==> src/common/dcm_pkg.sv <==
// Notes on behaviour
// - mode bits 6..4 divide the fast oscillator by 1 to 128; reset is divide by 1.
// - writing 0 to mode bit 7 selects the slow clock (Slow mode); resets to 1.
// - writing 1 to mode bit 7 in Slow mode returns to the divided fast clock.
// - in Slow mode the fast oscillator is off and the divided clock is inactive.
// - mode bit 3 enables the real-time-clock divider; it resets to enabled.
// - writing 0 to mode bit 2 clears the real-time-clock counter; bit reads 1.
// - the slow clock drives a 14-bit divider with taps 16 kHz down to 2 Hz.
// - after reset the block is in Normal mode, fast oscillator on, fast CPU clock.
// - writing 0x5a to the sleep register from Normal or Slow enters Standby or Halt.
// - after the sleep command the CPU clock stays stopped until a wake-up.
// - Standby keeps slow clock and divider; wakes on key, timers, real timers, external.
// - Halt stops both oscillators and the divider; only key or external wakes.
// - Slow to Normal waits 512 fast oscillator cycles before using the fast clock.
// - a fixed option picks slow RC or slow crystal; fast source is the fast RC.
// - the sleep command enters Standby with divider enabled, Halt otherwise.
// - after wake-up the block resumes Normal if mode bit 7 is 1, else Slow.
// - after wake-up execution waits 512 fast cycles into Normal, else 4 slow RC or 1024 crystal cycles, to settle.
package dcm_pkg;

    localparam int unsigned ADDR_W = 10;
    localparam int unsigned DATA_W = 32;

    // register indices; the byte address is four times the index
    localparam logic [7:0] IDX_SLEEP = 8'h15;
    localparam logic [7:0] IDX_MODE = 8'h17;
    localparam logic [7:0] IDX_STATUS = 8'h18;

    // mode register fields
    localparam int unsigned MODE_SEL_BIT = 7;
    localparam int unsigned MODE_DIV_HI = 6;
    localparam int unsigned MODE_DIV_LO = 4;
    localparam int unsigned MODE_RTC_EN_BIT = 3;
    localparam int unsigned MODE_RTC_CLR_BIT = 2;

    // reset values of the mode register fields
    localparam logic MODE_SEL_RST = 1'b1;
    localparam logic [2:0] MODE_DIV_RST = 3'h0;
    localparam logic MODE_RTC_EN_RST = 1'b1;

    localparam logic [7:0] SLEEP_KEY = 8'h5a;

    localparam int unsigned FAST_DIV_W = 7;
    localparam int unsigned RTC_W = 14;
    localparam int unsigned STAB_W = 11;

    // settling counts, in oscillator cycles
    localparam logic [STAB_W-1:0] FAST_STAB_CYC = 11'd512;
    localparam logic [STAB_W-1:0] SLOW_RC_STAB_CYC = 11'd4;
    localparam logic [STAB_W-1:0] SLOW_XTAL_STAB_CYC = 11'd1024;

    typedef enum logic [2:0] {
        ST_NORMAL,
        ST_SLOW,
        ST_FAST_WARM,
        ST_STANDBY,
        ST_HALT,
        ST_WAKE_WARM
    } dcm_state_t;

endpackage : dcm_pkg

==> src/rtl/dcm_tap_counter.sv <==
`timescale 1ns/1ps
`default_nettype none
module dcm_tap_counter
    import dcm_pkg::*;
#(
    parameter int unsigned W = 8
) (
    input wire logic core_clk_i,
    input wire logic srst_i,
    input wire logic src_lvl_i,
    input wire logic en_i,
    input wire logic clr_i,
    output logic lvl_o,
    output logic rise_o,
    output logic [W-1:0] cnt_o
);

    typedef struct packed {
        logic lvl;
        logic rise;
        logic [W-1:0] cnt;
    } dcm_tap_t;

    dcm_tap_t q;
    dcm_tap_t d;

    always_comb
    begin
        d = q;
        d.lvl = src_lvl_i;
        d.rise = src_lvl_i & ~q.lvl;
        if (clr_i)
        begin
            d.cnt = '0;
        end
        else if (en_i && src_lvl_i && !q.lvl)
        begin
            d.cnt = q.cnt + {{(W-1){1'b0}}, 1'b1};
        end
        if (srst_i)
        begin
            d = '0;
        end
    end

    always_ff @(posedge core_clk_i)
    begin
        q <= d;
    end

    assign lvl_o = q.lvl;
    assign rise_o = q.rise;
    assign cnt_o = q.cnt;

endmodule : dcm_tap_counter
`default_nettype wire

==> src/rtl/dcm_mode_ctrl.sv <==
// Implementation choice: the Avalon-MM interface to the registers.
`timescale 1ns/1ps
`default_nettype none
module dcm_mode_ctrl
    import dcm_pkg::*;
(
    input wire logic core_clk_i,
    input wire logic srst_i,
    input wire logic [ADDR_W-1:0] avs_address_i,
    input wire logic avs_read_i,
    input wire logic avs_write_i,
    input wire logic [DATA_W-1:0] avs_writedata_i,
    input wire logic [3:0] avs_byteenable_i,
    output logic [DATA_W-1:0] avs_readdata_o,
    output logic avs_waitrequest_o,
    input wire logic fast_osc_clock_i,
    input wire logic slow_osc_clock_i,
    input wire logic slow_src_xtal_i,
    input wire logic wake_key_i,
    input wire logic wake_ext_i,
    input wire logic [2:0] wake_timer_i,
    input wire logic [1:0] wake_real_timer_i,
    output logic fast_osc_en_o,
    output logic slow_osc_en_o,
    output logic divided_fast_clock_o,
    output logic cpu_clock_o,
    output logic cpu_run_o,
    output logic [RTC_W-1:0] rtc_taps_o,
    output logic [2:0] op_state_o
);

    typedef struct packed {
        logic wait_q;
        logic [DATA_W-1:0] rdata;
        logic cpu_sel;
        logic [2:0] div;
        logic rtc_en;
        logic rtc_clr;
        logic xtal;
        dcm_state_t st;
        logic [STAB_W-1:0] stab;
        logic fast_en;
        logic slow_en;
        logic div_clk;
        logic cpu_clk;
        logic src_slow;
        logic follow;
        logic run;
    } dcm_ctrl_t;

    dcm_ctrl_t q;
    dcm_ctrl_t d;

    logic fast_lvl;
    logic fast_rise;
    logic [FAST_DIV_W-1:0] fast_cnt;
    logic slow_lvl;
    logic slow_rise;
    logic [RTC_W-1:0] rtc_cnt;
    logic rtc_run;

    ////////////////////////////////////////////////////////////////////////////////
    // oscillator edge counters

    dcm_tap_counter #(
        .W(FAST_DIV_W)
    ) u_fast_div (
        .core_clk_i(core_clk_i),
        .srst_i(srst_i),
        .src_lvl_i(fast_osc_clock_i),
        .en_i(q.fast_en),
        .clr_i(~q.fast_en),
        .lvl_o(fast_lvl),
        .rise_o(fast_rise),
        .cnt_o(fast_cnt)
    );

    // divider runs on the slow clock unless disabled or halted
    assign rtc_run = q.slow_en & q.rtc_en & (q.st != ST_HALT);

    dcm_tap_counter #(
        .W(RTC_W)
    ) u_rtc_div (
        .core_clk_i(core_clk_i),
        .srst_i(srst_i),
        .src_lvl_i(slow_osc_clock_i),
        .en_i(rtc_run),
        .clr_i(q.rtc_clr),
        .lvl_o(slow_lvl),
        .rise_o(slow_rise),
        .cnt_o(rtc_cnt)
    );

    ////////////////////////////////////////////////////////////////////////////////
    // register access and mode sequencing

    logic req;
    logic acc;
    logic hit_mode;
    logic hit_sleep;
    logic hit_status;
    logic wr_mode;
    logic sleep_cmd;
    logic any_wake;
    logic want_slow;
    logic cur_lvl;
    logic new_lvl;
    logic [STAB_W-1:0] wake_target;
    logic wake_tick;
    logic [7:0] mode_rd;
    logic [7:0] status_rd;

    always_comb
    begin
        d = q;
        req = avs_read_i | avs_write_i;
        acc = req & ~q.wait_q;
        hit_mode = (avs_address_i == {IDX_MODE, 2'b00});
        hit_sleep = (avs_address_i == {IDX_SLEEP, 2'b00});
        hit_status = (avs_address_i == {IDX_STATUS, 2'b00});
        wr_mode = acc & avs_write_i & hit_mode & avs_byteenable_i[0];
        sleep_cmd = acc & avs_write_i & hit_sleep & avs_byteenable_i[0]
            & (avs_writedata_i[7:0] == SLEEP_KEY)
            & ((q.st == ST_NORMAL) | (q.st == ST_SLOW));
        mode_rd = {q.cpu_sel, q.div, q.rtc_en, 1'b1, 2'b00};
        status_rd = {1'b0, q.xtal, q.slow_en, q.fast_en, q.src_slow, q.st};

        // one wait state: answer is prepared, then waitrequest drops for one edge
        if (req && q.wait_q)
        begin
            d.wait_q = 1'b0;
            d.rdata = '0;
            if (hit_mode)
            begin
                d.rdata = {24'h0, mode_rd};
            end
            else if (hit_status)
            begin
                d.rdata = {24'h0, status_rd};
            end
        end
        else
        begin
            d.wait_q = 1'b1;
        end

        d.rtc_clr = wr_mode & ~avs_writedata_i[MODE_RTC_CLR_BIT];
        if (wr_mode)
        begin
            d.cpu_sel = avs_writedata_i[MODE_SEL_BIT];
            d.div = avs_writedata_i[MODE_DIV_HI:MODE_DIV_LO];
            d.rtc_en = avs_writedata_i[MODE_RTC_EN_BIT];
        end

        any_wake = wake_key_i | wake_ext_i;
        if (q.st == ST_STANDBY)
        begin
            any_wake = any_wake | (|wake_timer_i) | (|wake_real_timer_i);
        end
        wake_target = q.cpu_sel ? FAST_STAB_CYC
            : (q.xtal ? SLOW_XTAL_STAB_CYC : SLOW_RC_STAB_CYC);
        wake_tick = q.cpu_sel ? fast_rise : slow_rise;

        case (q.st)
            ST_NORMAL, ST_SLOW:
            begin
                if (sleep_cmd)
                begin
                    d.st = q.rtc_en ? ST_STANDBY : ST_HALT;
                end
                else if (q.st == ST_NORMAL && !q.cpu_sel && !q.div_clk)
                begin
                    d.st = ST_SLOW;
                end
                else if (q.st == ST_SLOW && q.cpu_sel)
                begin
                    d.st = ST_FAST_WARM;
                    d.stab = '0;
                end
            end
            ST_FAST_WARM:
            begin
                if (!q.cpu_sel)
                begin
                    d.st = ST_SLOW;
                end
                else if (fast_rise)
                begin
                    d.stab = q.stab + 11'd1;
                    if (q.stab == FAST_STAB_CYC - 11'd1)
                    begin
                        d.st = ST_NORMAL;
                    end
                end
            end
            ST_STANDBY, ST_HALT:
            begin
                if (any_wake)
                begin
                    d.st = ST_WAKE_WARM;
                    d.stab = '0;
                end
            end
            ST_WAKE_WARM:
            begin
                if (wake_tick)
                begin
                    d.stab = q.stab + 11'd1;
                    if (q.stab == wake_target - 11'd1)
                    begin
                        d.st = q.cpu_sel ? ST_NORMAL : ST_SLOW;
                    end
                end
            end
            default:
            begin
                d.st = ST_NORMAL;
            end
        endcase

        // fast oscillator only where the fast clock is used or warming
        d.fast_en = (d.st == ST_NORMAL) | (d.st == ST_FAST_WARM)
            | ((d.st == ST_WAKE_WARM) & d.cpu_sel);
        d.slow_en = (d.st != ST_HALT);
        d.run = (d.st == ST_NORMAL) | (d.st == ST_SLOW) | (d.st == ST_FAST_WARM);

        if (!d.fast_en)
        begin
            d.div_clk = 1'b0;
        end
        else if (q.div == 3'h0)
        begin
            d.div_clk = fast_lvl;
        end
        else
        begin
            d.div_clk = fast_cnt[q.div - 3'd1];
        end

        // clock mux: leave a source only while low, join a new one only while low
        want_slow = (q.st != ST_NORMAL);
        cur_lvl = q.src_slow ? slow_lvl : q.div_clk;
        new_lvl = want_slow ? slow_lvl : q.div_clk;
        if (q.follow)
        begin
            d.cpu_clk = cur_lvl;
            if (((q.src_slow != want_slow) || !q.run) && !cur_lvl)
            begin
                d.follow = 1'b0;
                d.cpu_clk = 1'b0;
            end
        end
        else
        begin
            d.cpu_clk = 1'b0;
            if (q.run && !new_lvl)
            begin
                d.src_slow = want_slow;
                d.follow = 1'b1;
            end
        end

        if (srst_i)
        begin
            d = '0;
            d.wait_q = 1'b1;
            d.cpu_sel = MODE_SEL_RST;
            d.div = MODE_DIV_RST;
            d.rtc_en = MODE_RTC_EN_RST;
            d.xtal = slow_src_xtal_i;
            d.st = ST_NORMAL;
            d.fast_en = 1'b1;
            d.slow_en = 1'b1;
            d.run = 1'b1;
        end
    end

    always_ff @(posedge core_clk_i)
    begin
        q <= d;
    end

    assign avs_readdata_o = q.rdata;
    assign avs_waitrequest_o = q.wait_q;
    assign fast_osc_en_o = q.fast_en;
    assign slow_osc_en_o = q.slow_en;
    assign divided_fast_clock_o = q.div_clk;
    assign cpu_clock_o = q.cpu_clk;
    assign cpu_run_o = q.run;
    assign rtc_taps_o = rtc_cnt;
    assign op_state_o = q.st;
endmodule : dcm_mode_ctrl
`default_nettype wire

==> config.mk <==
export PLATFORM = sky130hd
export DESIGN_NAME = dcm_mode_ctrl
export DESIGN_NICKNAME = d
export VERILOG_FILES = /design/src/common/dcm_pkg.sv /design/src/rtl/dcm_tap_counter.sv /design/src/rtl/dcm_mode_ctrl.sv
export SDC_FILE = /design/constraint.sdc
export NUM_CORES = 1
export LEC_CHECK = 0
export BUFFER_PORTS_ARGS = -buffer_cell sky130_fd_sc_hd__buf_2
export CORE_MARGIN = 8
export CORE_UTILIZATION = 42
export CTS_CLUSTER_SIZE = 8
export DETAILED_ROUTE_END_ITERATION = 7
export PLACE_DENSITY_LB_ADDON = 0.15
export SLEW_MARGIN = 30
export SYNTH_ARGS = -nofsm -noshare
export SYNTH_HDL_FRONTEND = slang
export SYNTH_HIERARCHICAL = 1
export SYNTH_SLANG_ARGS = --single-unit
==> constraint.sdc <==
create_clock -name core_clk_i -period 3.7 [get_ports core_clk_i]
set_clock_uncertainty 0.15 [all_clocks]
set_input_delay 0.185 -clock core_clk_i [delete_from_list [all_inputs] [get_ports core_clk_i]]
set_output_delay 0.185 -clock core_clk_i [all_outputs]
set_load 0.03 [all_outputs]
==> flow_summary.json <==
{
  "nNetsFinal": 536,
  "dr.pass1.iters": 6,
  "combPwrFrac_pct": 10.2,
  "yosys.area.top_type": "dfxtp_1",
  "crit_path_start_kind": "input pin",
  "dp_hpwl_um": 6230,
  "cts.sinks": 62,
  "fmaxAchievable_mhz": 387,
  "stdcell_area_mm2": 0.00397,
  "gp_congestion": 0.820,
  "die_area_mm2": 0.0115,
  "synth_warnings": 6,
  "clkTransAtPathRegs_ns": 0.07,
  "vias": 3162,
  "cts-root-buf": "clkbuf_8",
  "tightest_slew_ns": 0.804,
  "cts_tree": "done",
  "chipWidth_um": 107,
  "grt_pass1_vias": 3061,
  "clk_path_buf_depth": 2,
  "cap_violations": 0,
  "setup_tns_ns": 0,
  "placementRows": 33,
  "drt_first_iter_violations": 158,
  "core_area_mm2": 0.00813,
  "synth_edf_count": 1,
  "cp.arrival_ns": 2.70,
  "port_buffers": 63,
  "antennaDiodeCount": 0,
  "rsz0062_at_grt": "false",
  "power_frac_seq_pct": 50.4,
  "yosysMostFrequentCell": "dfxtp_1",
  "switchingPower_w": 0.000375,
  "syn_area_mm2": 0.00349,
  "ir_drop_v": 0.000158,
  "yosysSeqAreaShare_pct": 35.8,
  "syn_inst": 415,
  "endpoint_kind": "flop",
  "cp_data_required_time_ns": 3.81,
  "drc_errors": 0,
  "syn_area_per_cell_um2": 8.42,
  "clock_latency_ns": 0.33,
  "power_w": 0.00138,
  "ys.flop_type": "dfxtp_1",
  "fin_util_pct": 48.8,
  "post_cts_buffers": 0,
  "period_needed_ns": 2.58,
  "ant_nets": 0,
  "r2r_slack_ns": 1.12,
  "internal_power_w": 0.00101,
  "viasPerCell": 5.44,
  "grt_max_degree": 42,
  "synth_common_cells": "61 x dfxtp_1, 42 x nor2_1, 35 x buf_4, 28 x a21oi_1, 27 x nand2_1",
  "report.final.slew_viol_count": 0,
  "die_height_um": 107,
  "maxSlewHeadroom_pct": 46.0,
  "antenna_found_initial": 0,
  "synth.top_cell.area_share_pct": 34.9,
  "leakage_nw": 1.55,
  "post_cts_resized": 0,
  "status": "completed",
  "gr-usage-all-layers_pct": 15.0,
  "placed_area_mm2": 0.00369,
  "grt_pass1_wl_um": 14300,
  "start_util_pct": 43.0,
  "layout_worst_path_cycle_share_pct": 69.9,
  "ys_top_cells_by_area": "dfxtp_1 35%, buf_4 7.5%, nor2_1 4.5%, a21oi_1 4.0%, nand2_1 2.9%",
  "synth-seq-cells": 62,
  "switching_share_pct": 27.1,
  "htree_levels": 3,
  "avgRoutedWirePerCell_um": 14.7,
  "setup_violations": 0,
  "fillCellCount": 785,
  "num_io_pins": 115,
  "crit_fanout": 4,
  "hold_class": "in -> reg",
  "syn_to_final_growth_pct": 13.6,
  "path_class": "in -> reg",
  "hold_viol_final": 0,
  "ys_types": 66,
  "drive_above_1_share_pct": 19.7,
  "grt.overflow.total": 0,
  "p_clk_share_pct": 39.4,
  "powerDensity_mw_per_mm2": 348,
  "async_reset_ff_share_pct": 0,
  "cts_buffers": 9,
  "wl_um": 8520
}
## repair_timing
action                                  CTS  global route
hold buffers                              9             0
hold endpoints to repair                  9             0
endpoints found under the setup margin    0             0
## layout by cell type (no fill, tap or decap), types with 10 or more instances in the layout
cell | synthesis | final
clkbuf_8 | 0 | 11
conb_1 | 1 | 24
nand3_1 | 16 | 16
a21oi_1 | 28 | 28
o21ai_0 | 20 | 20
inv_1 | 10 | 10
nand2_1 | 27 | 27
nor2_1 | 42 | 42
nand4_1 | 10 | 10
nor3_1 | 11 | 11
mux2i_1 | 10 | 10
dfxtp_1 | 61 | 61
buf_2 | 3 | 63
## critical path, cell delays in order
cell and delay [ns]:
dlygate4sd3_1 0.53, buf_2 0.14, nor4bb_1 0.30, nand4_1 0.16, nor3_1 0.52, mux2_2 0.42, a211o_1 0.31, a21oi_1 0.12
## metal layers
metal / track usage, % / vias to the layer above / share of wire, %
li1: - / 1580 / -
met2: 25.3 / 83 / 48
met1: 17.8 / 1491 / 46
met4: 5.43 / 0 / 1.0
met5: 0 / - / 0
met3: 4.20 / 8 / 5.4
## metrics by stage
stage          hold slack (ns)  instances  setup WS [ns]
3_5_place_dp             0.233        556           1.14
6_report                0.0816        581           1.12
4_1_cts                 0.0665        581           1.10
3_3_place_gp             0.241        556           1.13
5_1_grt                 0.0839        581          0.964
2_1_floorplan            0.107        438           1.45
## flip-flops by register name (all words and copies together), names as in the netlist
signal,cells
u_fast_div/lvl_o,1
u_rtc_div/lvl_o,1
u_fast_div/rise_o,1
mode_rd,5
q,15
avs_waitrequest_o,1
slow_osc_en_o,1
avs_readdata_o,8
cpu_clock_o,1
u_fast_div/cnt_o,7
cpu_run_o,1
divided_fast_clock_o,1
u_rtc_div/rise_o,1
fast_osc_en_o,1
u_rtc_div/cnt_o,14
op_state_o,3
## cell families after synthesis
kind of cell / after synthesis / share of synthesized area, %
and+or+nand+nor: 178 / 29.4
AOI/OAI and AO/OA: 86 / 15.7
DFF: 62 / 35.8
buffers and inverters: 61 / 10.8
muxes: 12 / 3.83
xor gates and xnor gates: 10 / 2.51
adders and majority gates: 5 / 1.79
other: 1 / 0.107
## area by class of cell
type | instances | area [µm²] | share of cell area (%)
Tap cell | 105 | 131 | 3.31
Clock inverter | 5 | 33.8 | 0.851
Multi-Input combinational cell | 315 | 1950 | 49.1
Clock buffer | 11 | 151 | 3.81
Inverter | 10 | 37.5 | 0.946
Timing Repair Buffer | 73 | 413 | 10.4
Sequential cell | 62 | 1250 | 31.5
## worst paths after layout
check / startpoint / endpoint / depth (start not counted)
worst min-delay path: avs_address_i[2] / avs_readdata_o[0] / 4
worst min register to register: avs_readdata_o[0] / avs_readdata_o[0] / 2
worst max-delay path: avs_writedata_i[2] / divided_fast_clock_o / 8
worst max register to register: op_state_o[1] / u_rtc_div/cnt_o[9] / 6
## power groups by stage
stage,Clock (W),Sequential [W],Combinational [W]
after global placement,0,0.000711,0.000131
after detailed placement,0,0.000711,0.000133
after CTS,0.000568,0.000696,0.000140
final,0.000544,0.000697,0.000141
after floorplan,0,0.000715,0.000112
after global routing,0.000602,0.000698,0.000153
No activity file was read; power rests on OpenSTA's default activity.
